--- src/core/drsr_pkg.sv ---
`default_nettype none
package drsr_pkg;
	localparam int NUM_BANKS = 8;
	localparam int NUM_SEGS = 8;
	localparam logic [7:0] BANK_MASK_OFFSET = 8'h10;
	localparam logic [7:0] SEG_MASK_OFFSET = 8'h11;
	localparam logic [7:0] SEG_MASK_RSVD_OFFSET = 8'h12;
	localparam logic [7:0] BANK_MASK_RESET = 8'h00;
	localparam logic [7:0] SEG_MASK_RESET = 8'h00;
	localparam int CLK_PERIOD_PS = 4000;
	localparam int CKE_PATH_DELAY_CYCLES = 2;
	// residency and exit interval in ns as plain defaults
	localparam int MIN_SR_RESIDENCY_NS = 15;
	localparam int SR_EXIT_INTERVAL_NS = 140;
	localparam int MIN_SR_RESIDENCY_CYC =
		(MIN_SR_RESIDENCY_NS * 1000 + CLK_PERIOD_PS - 1) / CLK_PERIOD_PS;
	localparam int SR_EXIT_INTERVAL_CYC =
		(SR_EXIT_INTERVAL_NS * 1000 + CLK_PERIOD_PS - 1) / CLK_PERIOD_PS;
	// internal refresh tick interval while in self refresh, 3.9 us
	localparam int SR_REFRESH_INTERVAL_NS = 3900;
	localparam int SR_REFRESH_INTERVAL_CYC = (SR_REFRESH_INTERVAL_NS * 1000) / CLK_PERIOD_PS;
	typedef enum logic [1:0] {DRSR_IDLE, DRSR_ENTRY, DRSR_SELF, DRSR_EXIT} drsr_state_type;
endpackage : drsr_pkg
`default_nettype wire

--- src/core/drsr_mask_regs.sv ---
`default_nettype none
module drsr_mask_regs (
	// clock and reset
	input wire logic clk,
	input wire logic rst_b,
	// mode register write
	input wire logic wr_en,
	input wire logic [7:0] wr_addr,
	input wire logic [7:0] wr_data,
	// masks out
	output logic [7:0] bank_refresh_mask,
	output logic [7:0] segment_refresh_mask
);
	logic [7:0] bank_r, bank_nxt, seg_r, seg_nxt;
	always_comb begin
		bank_nxt = bank_r;
		seg_nxt = seg_r;
		if (wr_en && wr_addr == drsr_pkg::BANK_MASK_OFFSET) begin
			bank_nxt = wr_data;
		end
		if (wr_en && wr_addr == drsr_pkg::SEG_MASK_OFFSET) begin
			seg_nxt = wr_data;
		end
		// the reserved offset matches neither, so it changes nothing
	end
	always_ff @(posedge clk) begin
		if (!rst_b) begin
			bank_r <= drsr_pkg::BANK_MASK_RESET;
			seg_r <= drsr_pkg::SEG_MASK_RESET;
		end else begin
			bank_r <= bank_nxt;
			seg_r <= seg_nxt;
		end
	end
	assign bank_refresh_mask = bank_r;
	assign segment_refresh_mask = seg_r;
endmodule // drsr_mask_regs
`default_nettype wire

--- src/core/drsr_refresh.sv ---
`default_nettype none
module drsr_refresh #(
	parameter int SR_REFRESH_INTERVAL = drsr_pkg::SR_REFRESH_INTERVAL_CYC
) (
	// core clock and reset
	input wire logic CORE_CLK,
	input wire logic RST_B,
	// memory pins, asynchronous to the core clock
	input wire logic CK,
	input wire logic CKE,
	input wire logic CS_B,
	input wire logic [9:0] CA,
	// decoded mode register write
	input wire logic MRW_EN,
	input wire logic [7:0] MRW_ADDR,
	input wire logic [7:0] MRW_DATA,
	// status
	output logic SELF_REFRESH,
	output logic RECEIVERS_ON,
	output logic EXIT_BUSY,
	output logic [2:0] PB_BANK,
	output logic REF_PB_PULSE,
	output logic REF_AB_PULSE,
	// internal refresh request during self refresh
	output logic INT_REF_VALID,
	output logic [2:0] INT_REF_BANK,
	output logic [7:0] INT_REF_SEG_EN,
	// per-bank busy mask, other banks stay accessible
	output logic [7:0] BANK_BUSY
);
	logic ck_s1_r, ck_s2_r, ck_d_r;
	logic cke_s1_r, cke_s2_r, cs_s1_r, cs_s2_r;
	logic [9:0] ca_s1_r, ca_s2_r;
	logic cke_prev_r, cke_prev_nxt;
	logic ck_rise;
	logic [7:0] bank_mask, seg_mask;
	drsr_pkg::drsr_state_type state_r, state_nxt;
	logic [15:0] cnt_r, cnt_nxt;
	logic [15:0] tick_r, tick_nxt;
	logic [2:0] pb_r, pb_nxt;
	logic [2:0] ibank_r, ibank_nxt;
	logic [2:0] irb_r, irb_nxt;
	logic ival_r, ival_nxt;
	logic rx_r, rx_nxt;
	logic refpb_r, refpb_nxt, refab_r, refab_nxt;
	logic [7:0] busy_r, busy_nxt;
	logic [7:0] segen_r, segen_nxt;
	logic ref_cmd, sre_cmd;

	// two-stage synchronisers; only stage two is read by logic
	// cke resets low so no command decodes before a link edge has seen it high
	always_ff @(posedge CORE_CLK) begin
		if (!RST_B) begin
			ck_s1_r <= 1'b0;
			ck_s2_r <= 1'b0;
			ck_d_r <= 1'b0;
			cke_s1_r <= 1'b0;
			cke_s2_r <= 1'b0;
			cs_s1_r <= 1'b1;
			cs_s2_r <= 1'b1;
			ca_s1_r <= 10'h000;
			ca_s2_r <= 10'h000;
		end else begin
			ck_s1_r <= CK;
			ck_s2_r <= ck_s1_r;
			ck_d_r <= ck_s2_r;
			cke_s1_r <= CKE;
			cke_s2_r <= cke_s1_r;
			cs_s1_r <= CS_B;
			cs_s2_r <= cs_s1_r;
			ca_s1_r <= CA;
			ca_s2_r <= ca_s1_r;
		end
	end
	assign ck_rise = ck_s2_r && !ck_d_r;

	drsr_mask_regs u_masks (
		.clk(CORE_CLK),
		.rst_b(RST_B),
		.wr_en(MRW_EN && state_r == drsr_pkg::DRSR_IDLE),
		.wr_addr(MRW_ADDR),
		.wr_data(MRW_DATA),
		.bank_refresh_mask(bank_mask),
		.segment_refresh_mask(seg_mask)
	);

	// command decode on the sampled link clock rising edge
	always_comb begin
		ref_cmd = ck_rise && rx_r && cke_s2_r && cke_prev_r && !cs_s2_r
			&& !ca_s2_r[0] && !ca_s2_r[1] && ca_s2_r[2];
		sre_cmd = ck_rise && rx_r && !cke_s2_r && cke_prev_r && !cs_s2_r
			&& !ca_s2_r[0] && !ca_s2_r[1] && ca_s2_r[2];
	end

	always_comb begin
		state_nxt = state_r;
		cnt_nxt = cnt_r;
		tick_nxt = tick_r;
		pb_nxt = pb_r;
		ibank_nxt = ibank_r;
		irb_nxt = irb_r;
		ival_nxt = 1'b0;
		rx_nxt = rx_r;
		refpb_nxt = 1'b0;
		refab_nxt = 1'b0;
		busy_nxt = 8'h00;
		segen_nxt = segen_r;
		cke_prev_nxt = ck_rise ? cke_s2_r : cke_prev_r;
		unique case (state_r)
			drsr_pkg::DRSR_IDLE: begin
				if (ref_cmd && !ca_s2_r[3]) begin
					refpb_nxt = 1'b1;
					busy_nxt[pb_r] = 1'b1;
					// eighth step wraps to bank 0, one all-bank equivalent
					pb_nxt = pb_r + 3'd1;
				end else if (ref_cmd) begin
					refab_nxt = 1'b1;
					busy_nxt = 8'hff;
					pb_nxt = 3'd0;
				end
				if (sre_cmd) begin
					// controller guarantees banks idle and no pending ops
					state_nxt = drsr_pkg::DRSR_ENTRY;
					cnt_nxt = 16'd0;
				end
			end
			drsr_pkg::DRSR_ENTRY: begin
				// receivers stay on until the cke path delay has passed
				if (ck_rise) begin
					cnt_nxt = cnt_r + 16'd1;
				end
				if (cnt_r == 16'(drsr_pkg::CKE_PATH_DELAY_CYCLES)) begin
					rx_nxt = 1'b0;
					state_nxt = drsr_pkg::DRSR_SELF;
					cnt_nxt = 16'd0;
					// first internal refresh at once, well inside residency
					tick_nxt = 16'(SR_REFRESH_INTERVAL);
				end
			end
			drsr_pkg::DRSR_SELF: begin
				// core-clock timer: link clock may stop here
				if (cnt_r != 16'hffff) begin
					cnt_nxt = cnt_r + 16'd1;
				end
				// the parameter carries the interval in core clock cycles
				if (tick_r >= 16'(SR_REFRESH_INTERVAL)) begin
					tick_nxt = 16'd0;
					ibank_nxt = ibank_r + 3'd1;
					irb_nxt = ibank_r;
					// masked banks get no refresh, segments gated per bank
					ival_nxt = !bank_mask[ibank_r];
					segen_nxt = bank_mask[ibank_r] ? 8'h00 : ~seg_mask;
				end else begin
					tick_nxt = tick_r + 16'd1;
				end
				// a tick on the exit cycle still goes out; later ones are lost
				// only cke is watched while in self refresh
				if (cke_s2_r && cnt_r >= 16'(drsr_pkg::MIN_SR_RESIDENCY_CYC)) begin
					state_nxt = drsr_pkg::DRSR_EXIT;
					cnt_nxt = 16'd0;
					rx_nxt = 1'b1;
				end
			end
			drsr_pkg::DRSR_EXIT: begin
				// starts at the first link edge after cke rose, then runs on core cycles:
				// the interval is a time, so a slow link clock must not stretch it
				if (ck_rise || cnt_r != 16'd0) begin
					cnt_nxt = cnt_r + 16'd1;
				end
				// commands during this interval are ignored, nops expected
				if (cnt_r >= 16'(drsr_pkg::SR_EXIT_INTERVAL_CYC)) begin
					state_nxt = drsr_pkg::DRSR_IDLE;
					pb_nxt = 3'd0;
					ibank_nxt = 3'd0;
				end
			end
		endcase
	end

	always_ff @(posedge CORE_CLK) begin
		if (!RST_B) begin
			state_r <= drsr_pkg::DRSR_IDLE;
			cnt_r <= 16'd0;
			tick_r <= 16'd0;
			pb_r <= 3'd0;
			ibank_r <= 3'd0;
			irb_r <= 3'd0;
			ival_r <= 1'b0;
			rx_r <= 1'b1;
			refpb_r <= 1'b0;
			refab_r <= 1'b0;
			busy_r <= 8'h00;
			segen_r <= 8'h00;
			cke_prev_r <= 1'b0;
		end else begin
			state_r <= state_nxt;
			cnt_r <= cnt_nxt;
			tick_r <= tick_nxt;
			pb_r <= pb_nxt;
			ibank_r <= ibank_nxt;
			irb_r <= irb_nxt;
			ival_r <= ival_nxt;
			rx_r <= rx_nxt;
			refpb_r <= refpb_nxt;
			refab_r <= refab_nxt;
			busy_r <= busy_nxt;
			segen_r <= segen_nxt;
			cke_prev_r <= cke_prev_nxt;
		end
	end

	assign SELF_REFRESH = state_r == drsr_pkg::DRSR_SELF;
	assign EXIT_BUSY = state_r == drsr_pkg::DRSR_EXIT;
	assign RECEIVERS_ON = rx_r;
	assign PB_BANK = pb_r;
	assign REF_PB_PULSE = refpb_r;
	assign REF_AB_PULSE = refab_r;
	assign INT_REF_VALID = ival_r;
	assign INT_REF_BANK = irb_r;
	assign INT_REF_SEG_EN = segen_r;
	assign BANK_BUSY = busy_r;
endmodule // drsr_refresh
`default_nettype wire

--- config.mk ---
export PLATFORM = sky130hd
export DESIGN_NAME = drsr_refresh
export DESIGN_NICKNAME = d
export VERILOG_FILES = /design/src/core/drsr_pkg.sv /design/src/core/drsr_mask_regs.sv /design/src/core/drsr_refresh.sv
export SDC_FILE = /design/constraint.sdc
export NUM_CORES = 1
export LEC_CHECK = 0
export ABC_AREA = 1
export BUFFER_PORTS_ARGS = -buffer_cell sky130_fd_sc_hd__clkbuf_2
export CORE_UTILIZATION = 55
export CTS_CLUSTER_SIZE = 28
export DETAILED_ROUTE_END_ITERATION = 10
export PLACE_DENSITY = 0.88
export SYNTH_ARGS = -nofsm -noshare
export SYNTH_HDL_FRONTEND = slang
export SYNTH_SLANG_ARGS = --single-unit
--- constraint.sdc ---
create_clock -name CORE_CLK -period 2.7 [get_ports CORE_CLK]
set_clock_uncertainty 0.15 [all_clocks]
set_input_delay 0.135 -clock CORE_CLK [delete_from_list [all_inputs] [get_ports CORE_CLK]]
set_output_delay 0.135 -clock CORE_CLK [all_outputs]
set_load 0.02 [all_outputs]
==> flow_summary.toml, run 1 <==
[global_routing]
first_global_vias = 3933
grt_max_degree = 35
overflow = 0
track_usage_pct = 25.57
grt_pass1_wl_mm = 17.15
antenna_found_initial = 0

[min_path]
hold_class = "input pin to flop"

[cts]
root_buffer = "clkbuf_8"
h-tree-depth = 3
clock_latency_ns = 0.38
cts_buffers = 9
path_clk_slew_ns = 0.10
clock-sinks = 95
cts_max_path_buffers = 2
cts_tree = "built"

[power]
total_leakage_power_uw = 0.002329
ir_drop_mv = 0.3674
finalPower_uw = 4119
power_density_mw_per_mm2 = 802.6

[worst_setup_path]
worst-path-max-fanout = 10
cp.arrival_ns = 2.29
crit_type = "flop to flop"
cp-startpoint = "state_r[0]"
r2r_slack_ns = 0.55
critPathRequiredTime_ns = 2.85
worst_setup_path_end_kind = "flop"
reg2reg_to = "PB_BANK[2]"
critPathLaunchType = "flop"
reg2reg_from = "state_r[0]"
crit_end = "PB_BANK[2]"
reg2reg_depth = 9

[job]
maxCapViolations = 0

[detailed_routing]
viasPerCell = 5.276
ant_nets = 0
drtIter0Drc = 325
drc_errors = 0
vias = 4200
wire_per_inst_microns = 12.88
dr.pass1.iters = 6
routed_wl_mm = 10.26

[finish]
fin_nets = 732
area_growth_pct = 16.01
mostFrequentLayoutCell = "nand2_1"
final_util_pct = 66.08
most-common-layout-cells = "nand2_1 (109), nor2_1 (104), dfxtp_1 (95)"
drive_gt1_share_pct = 14.55
antenna_cells = 0

[sta]
post-route-period-util_pct = 79.49
tightest_slew_ns = 0.5504
period_needed_ns = 2.146
drv_slew = 0
final_hold_viol_count = 0
hold_slack_ns = 0.1497
fmaxAchievable_ghz = 0.4659
timing.slew.headroom_pct = 63.31
fin_ws_ns = 0.5538
finalSetupViolCount = 0
rsz0062_at_grt = "false"
finalSetupTns_ns = 0

[logic_synthesis]
ys_ff_latch = 95
synthMuxAreaShare_pct = 0
synth_simple_gate_area_share_pct = 29.38
synth.net_count = 665
synth_area_per_cell_sq_um = 7.113
ys_warn_count = 0
syn_inst = 622
synth_xor_area_share_pct = 2.574
ys_seq_area_share_pct = 42.99
synth_area_sq_mm = 0.004424
yosys.area_share.adder_pct = 3.111
synth_top_family_by_area = "simple AND/OR/NAND/NOR gates"
synth_compound_area_share_pct = 12.39
yosysUniqueCellTypes = 35

[floorplan]
die_height_microns = 91.69
die-area_sq_mm = 0.008407
rows = 32
coreArea_sq_mm = 0.007767
boundaryPins = 60
fp.dieW_microns = 91.69
initial_core_util_pct = 56.96

[status]
status = "completed"

[placed_design]
place_ws_ns = 0.6244
placement.io_buffers = 53
place.gp.congestion = 0.8781
post-dp-hpwl_mm = 7.122
[registers in the layout, summed over array words and instances (netlist names), 2 cells and up]
register	count
cnt_r	16
u_masks.bank_refresh_mask	8
tick_r	16
PB_BANK	3
state_r	2
u_masks.segment_refresh_mask	8
INT_REF_BANK	3
ibank_r	3
ca_s2_r	4
INT_REF_SEG_EN	8
ca_s1_r	4
BANK_BUSY	8
[power by group]
part | switching, uW | total, uW | internal, uW
Sequential | 177 | 1730 | 1550
Clock | 567 | 1030 | 460
Combinational | 906 | 1370 | 459
[cell usage after synthesis (all sizes together)]
cell / number / area (sq um)
nand2: 120 / 488.0
nor2: 110 / 441.7
dfxtp: 95 / 1902
inv: 89 / 336.6
o21ai: 66 / 337.8
nand3: 38 / 200.2
a21oi: 25 / 132.6
nor3: 16 / 85.08
ha: 11 / 137.6
clkbuf: 9 / 35.03
xor2: 9 / 78.83
buf: 7 / 51.30
nand4: 7 / 43.79
o31ai: 4 / 30.03
xnor2: 4 / 35.03
nand3b: 3 / 22.52
o211ai: 3 / 22.52
or2: 2 / 12.51
a211oi: 1 / 7.510
nor4: 1 / 6.260
o21bai: 1 / 11.26
o22ai: 1 / 6.260
[critical path: stages (launching register included)]
cell     delay [ns]
dfxtp_1        0.40
ha_1           0.45
inv_1          0.22
nor2_1         0.14
nand3_1        0.18
nand2_1        0.15
nor2_1         0.10
o21ai_0        0.08
nand2_1        0.07
a21oi_1        0.13
[cell families (layout without fill, tap and decap cells)]
group                    count (synthesis)  in the layout
buffers and inverters                  105            177
adder cells (fa/ha/maj)                 11             11
flip-flops                              95             95
AND/OR/NAND/NOR                        297            297
XOR/XNOR                                13             13
AO/OA/AOI/OAI                          101            101
[layer usage]
metal  part of all wire, %  track usage [%]  routed length (microns)  up-vias
met5                     0                0                        0        -
met4                   3.2            14.32                      330        0
met3                   5.9            4.892                      604       35
met2                    48            42.67                     4932      167
met1                    43            30.93                     4388     1889
li1                      -                -                        -     2109
[cell type report]
type,instances,area [sq um]
clock buffer,9,123.9
clock inverter,7,97.59
fill,629,2635
inverter,89,336.6
multi-input combinational,422,2100
sequential,95,1902
tap,102,127.6
timing repair buffer,72,445.4
[timing repair]
action,CTS,global route
endpoints found under the hold margin,23,0
hold buffers,15,0
buffers inserted,0,0
gates resized for setup,0,0
[stage by stage]
stage | cell area (sq um) | cells
after floorplan | 4424 | 622
after global placement | 4761 | 765
after detailed placement | 4761 | 765
after CTS | 5132 | 796
after global routing | 5132 | 796
final | 5132 | 796
[worst min-delay path by stage]
stage	from	endpoint	slack, ns	depth (start not counted)
floorplan	CA[0]	ca_s1_r[0]	0.08	2
global placement	CA[1]	ca_s1_r[1]	0.17	3
detailed placement	CA[0]	ca_s1_r[0]	0.18	3
CTS	MRW_ADDR[0]	u_masks.bank_refresh_mask[3]	0.12	5
global route	MRW_ADDR[0]	u_masks.bank_refresh_mask[7]	0.19	5
finish	MRW_ADDR[0]	u_masks.bank_refresh_mask[7]	0.15	5
Power figures use the tool's default switching activity.
==> run 2, diff against run 1 <==
==> constraint.sdc (replaced) <==
create_clock -name CORE_CLK -period 2.15 [get_ports CORE_CLK]
set_clock_uncertainty 0.15 [all_clocks]
set_input_delay 0.1075 -clock CORE_CLK [delete_from_list [all_inputs] [get_ports CORE_CLK]]
set_output_delay 0.1075 -clock CORE_CLK [all_outputs]
set_load 0.02 [all_outputs]
==> flow_summary.toml, run 2 (same netlist as run 1, synthesis figures left out) <==
[sta]
tightest_slew_ns = 0.5249
fmaxAchievable_ghz = 0.5079
drv_slew = 0
finalSetupViolCount = 0
finalSetupTns_ns = 0
period_needed_ns = 1.969
post-route-period-util_pct = 91.58
timing.slew.headroom_pct = 65.01
final_hold_viol_count = 0
rsz0062_at_grt = "false"

[floorplan]
initial_core_util_pct = 56.96
fp.dieW_microns = 91.69
rows = 32
coreArea_sq_mm = 0.007767
boundaryPins = 60
die-area_sq_mm = 0.008407
die_height_microns = 91.69

[placed_design]
dp_cells = 769
placement.io_buffers = 53
post-dp-hpwl_mm = 6.973
place.gp.congestion = 0.8829

[cts]
cts_buffers = 9
clock-sinks = 95
cts_tree = "built"
cts_max_path_buffers = 2
path_clk_slew_ns = 0.11
clock_latency_ns = 0.38
post_cts_buffers = 0
root_buffer = "clkbuf_8"
h-tree-depth = 3

[global_routing]
overflow = 0
first_global_vias = 3865
track_usage_pct = 24.76
antenna_found_initial = 0
grt_max_degree = 60
grt_pass1_wl_mm = 16.73

[finish]
most-common-layout-cells = "nand2_1 (109), nor2_1 (102), dfxtp_1 (95)"
drive_gt1_share_pct = 15.31
area_growth_pct = 16.88
layout.cells.non_filler = 801
fin_nets = 737
mostFrequentLayoutCell = "nand2_1"
top_regs = "cnt_r x16, tick_r x16"
antenna_cells = 0

[worst_setup_path]
path_depth = 10
worst_setup_path_end_kind = "flop"
critPathMaxStageDelay_ns = 0.43
reg2reg_depth = 10
critPathRequiredTime_ns = 2.28
cp.arrival_ns = 2.10
slowest_stage = "dfxtp_1"
path_buf_inv = 2
critPathLaunchType = "flop"
worst-path-max-fanout = 25
crit_type = "flop to flop"
critical-path-top-delay-family = "simple AND/OR/NAND/NOR gates"
crit_chain = "inv_1 -> ha_1 -> inv_1 -> nor3_2 -> nand2_2 -> nand2_4 -> nor2_8 -> nand2_1 -> nor2_1 -> nor2_1"

[power]
power_density_mw_per_mm2 = 986.4
ir_drop_mv = 0.5792
total_leakage_power_uw = 0.002344

[detailed_routing]
dr.pass1.iters = 5
viasPerCell = 5.242
ant_nets = 0
drtIter0Drc = 240
routed_wl_mm = 9.912
drc_errors = 0
wire_per_inst_microns = 12.37
vias = 4199

[min_path]
whs_path_depth = 5
hold_class = "input pin to flop"

[status]
status = "completed"

[job]
maxCapViolations = 0
-- run 2: changes by cell type in the layout (fill, tap and decap cells not counted), sizes merged --
cell	previous run	this run
bufinv	1	0
buf	4	8
dlygate4sd3	15	16
clkinv	2	6
inv	93	90
-- run 2: worst paths after layout --
kind                                  start                      endpoint  slack, ns
worst max-delay path             state_r[0]                     cnt_r[11]       0.18
worst max register to register   state_r[0]                     cnt_r[11]       0.18
worst min register to register   ca_s1_r[2]                    ca_s2_r[2]       0.28
worst min-delay path            MRW_ADDR[2]  u_masks.bank_refresh_mask[2]       0.12
-- run 2: repair_timing --
item / 4_1_cts / 5_1_grt
hold buffers: 16 / 0
gates resized for setup: 0 / 2
hold endpoints to repair: 29 / 0
setup endpoints to repair: 0 / 3
-- run 2: metal layers --
layer  up-vias  wire length [microns]  global-route usage (%)  part of all wire (%)
met2       182                   4671                   41.17                    47
met1      1866                   4202                   30.42                    42
met3        35                    750                   5.224                   7.6
met4         0                    288                   12.24                   2.9
li1       2116                      -                       -                     -
met5         -                      0                       0                     0
-- run 2: layout make-up --
| class | count | area, sq um |
|---|---|---|
| clock buffer | 9 | 123.9 |
| clock inverter | 7 | 91.34 |
| fill | 636 | 2596 |
| inverter | 89 | 336.6 |
| multi-input combinational | 422 | 2105 |
| sequential | 95 | 1902 |
| tap | 102 | 127.6 |
| timing repair buffer | 77 | 485.5 |
-- run 2: power by group --
part	internal [uW]	switching, uW	leakage (uW)
clock network	466	723	0.000105
registers	1950	217	0.000773
logic	610	1140	0.00147
total	3020	2080	0.00234
-- run 2: stage by stage --
step                setup slack, ns  hold slack, ns  util (%)  power [uW]  instance area (sq um)
finish                       0.1810          0.1183     66.58        5101                   5171
global route                0.02208          0.1706     66.58        5445                   5171
CTS                          0.1525         0.09118     66.51        5091                   5166
detailed placement           0.2127          0.1422     61.68        3888                   4791
global placement             0.2720          0.1432     61.68        3806                   4791
floorplan                    0.1016         0.05513         -        3526                   4424
-- run 2: tightest hold or removal path, stage by stage --
cell      delay [ns]
clkbuf_2        0.08
nor4_1          0.05
nand2_1         0.20
o21ai_0         0.11
nor2_1          0.08
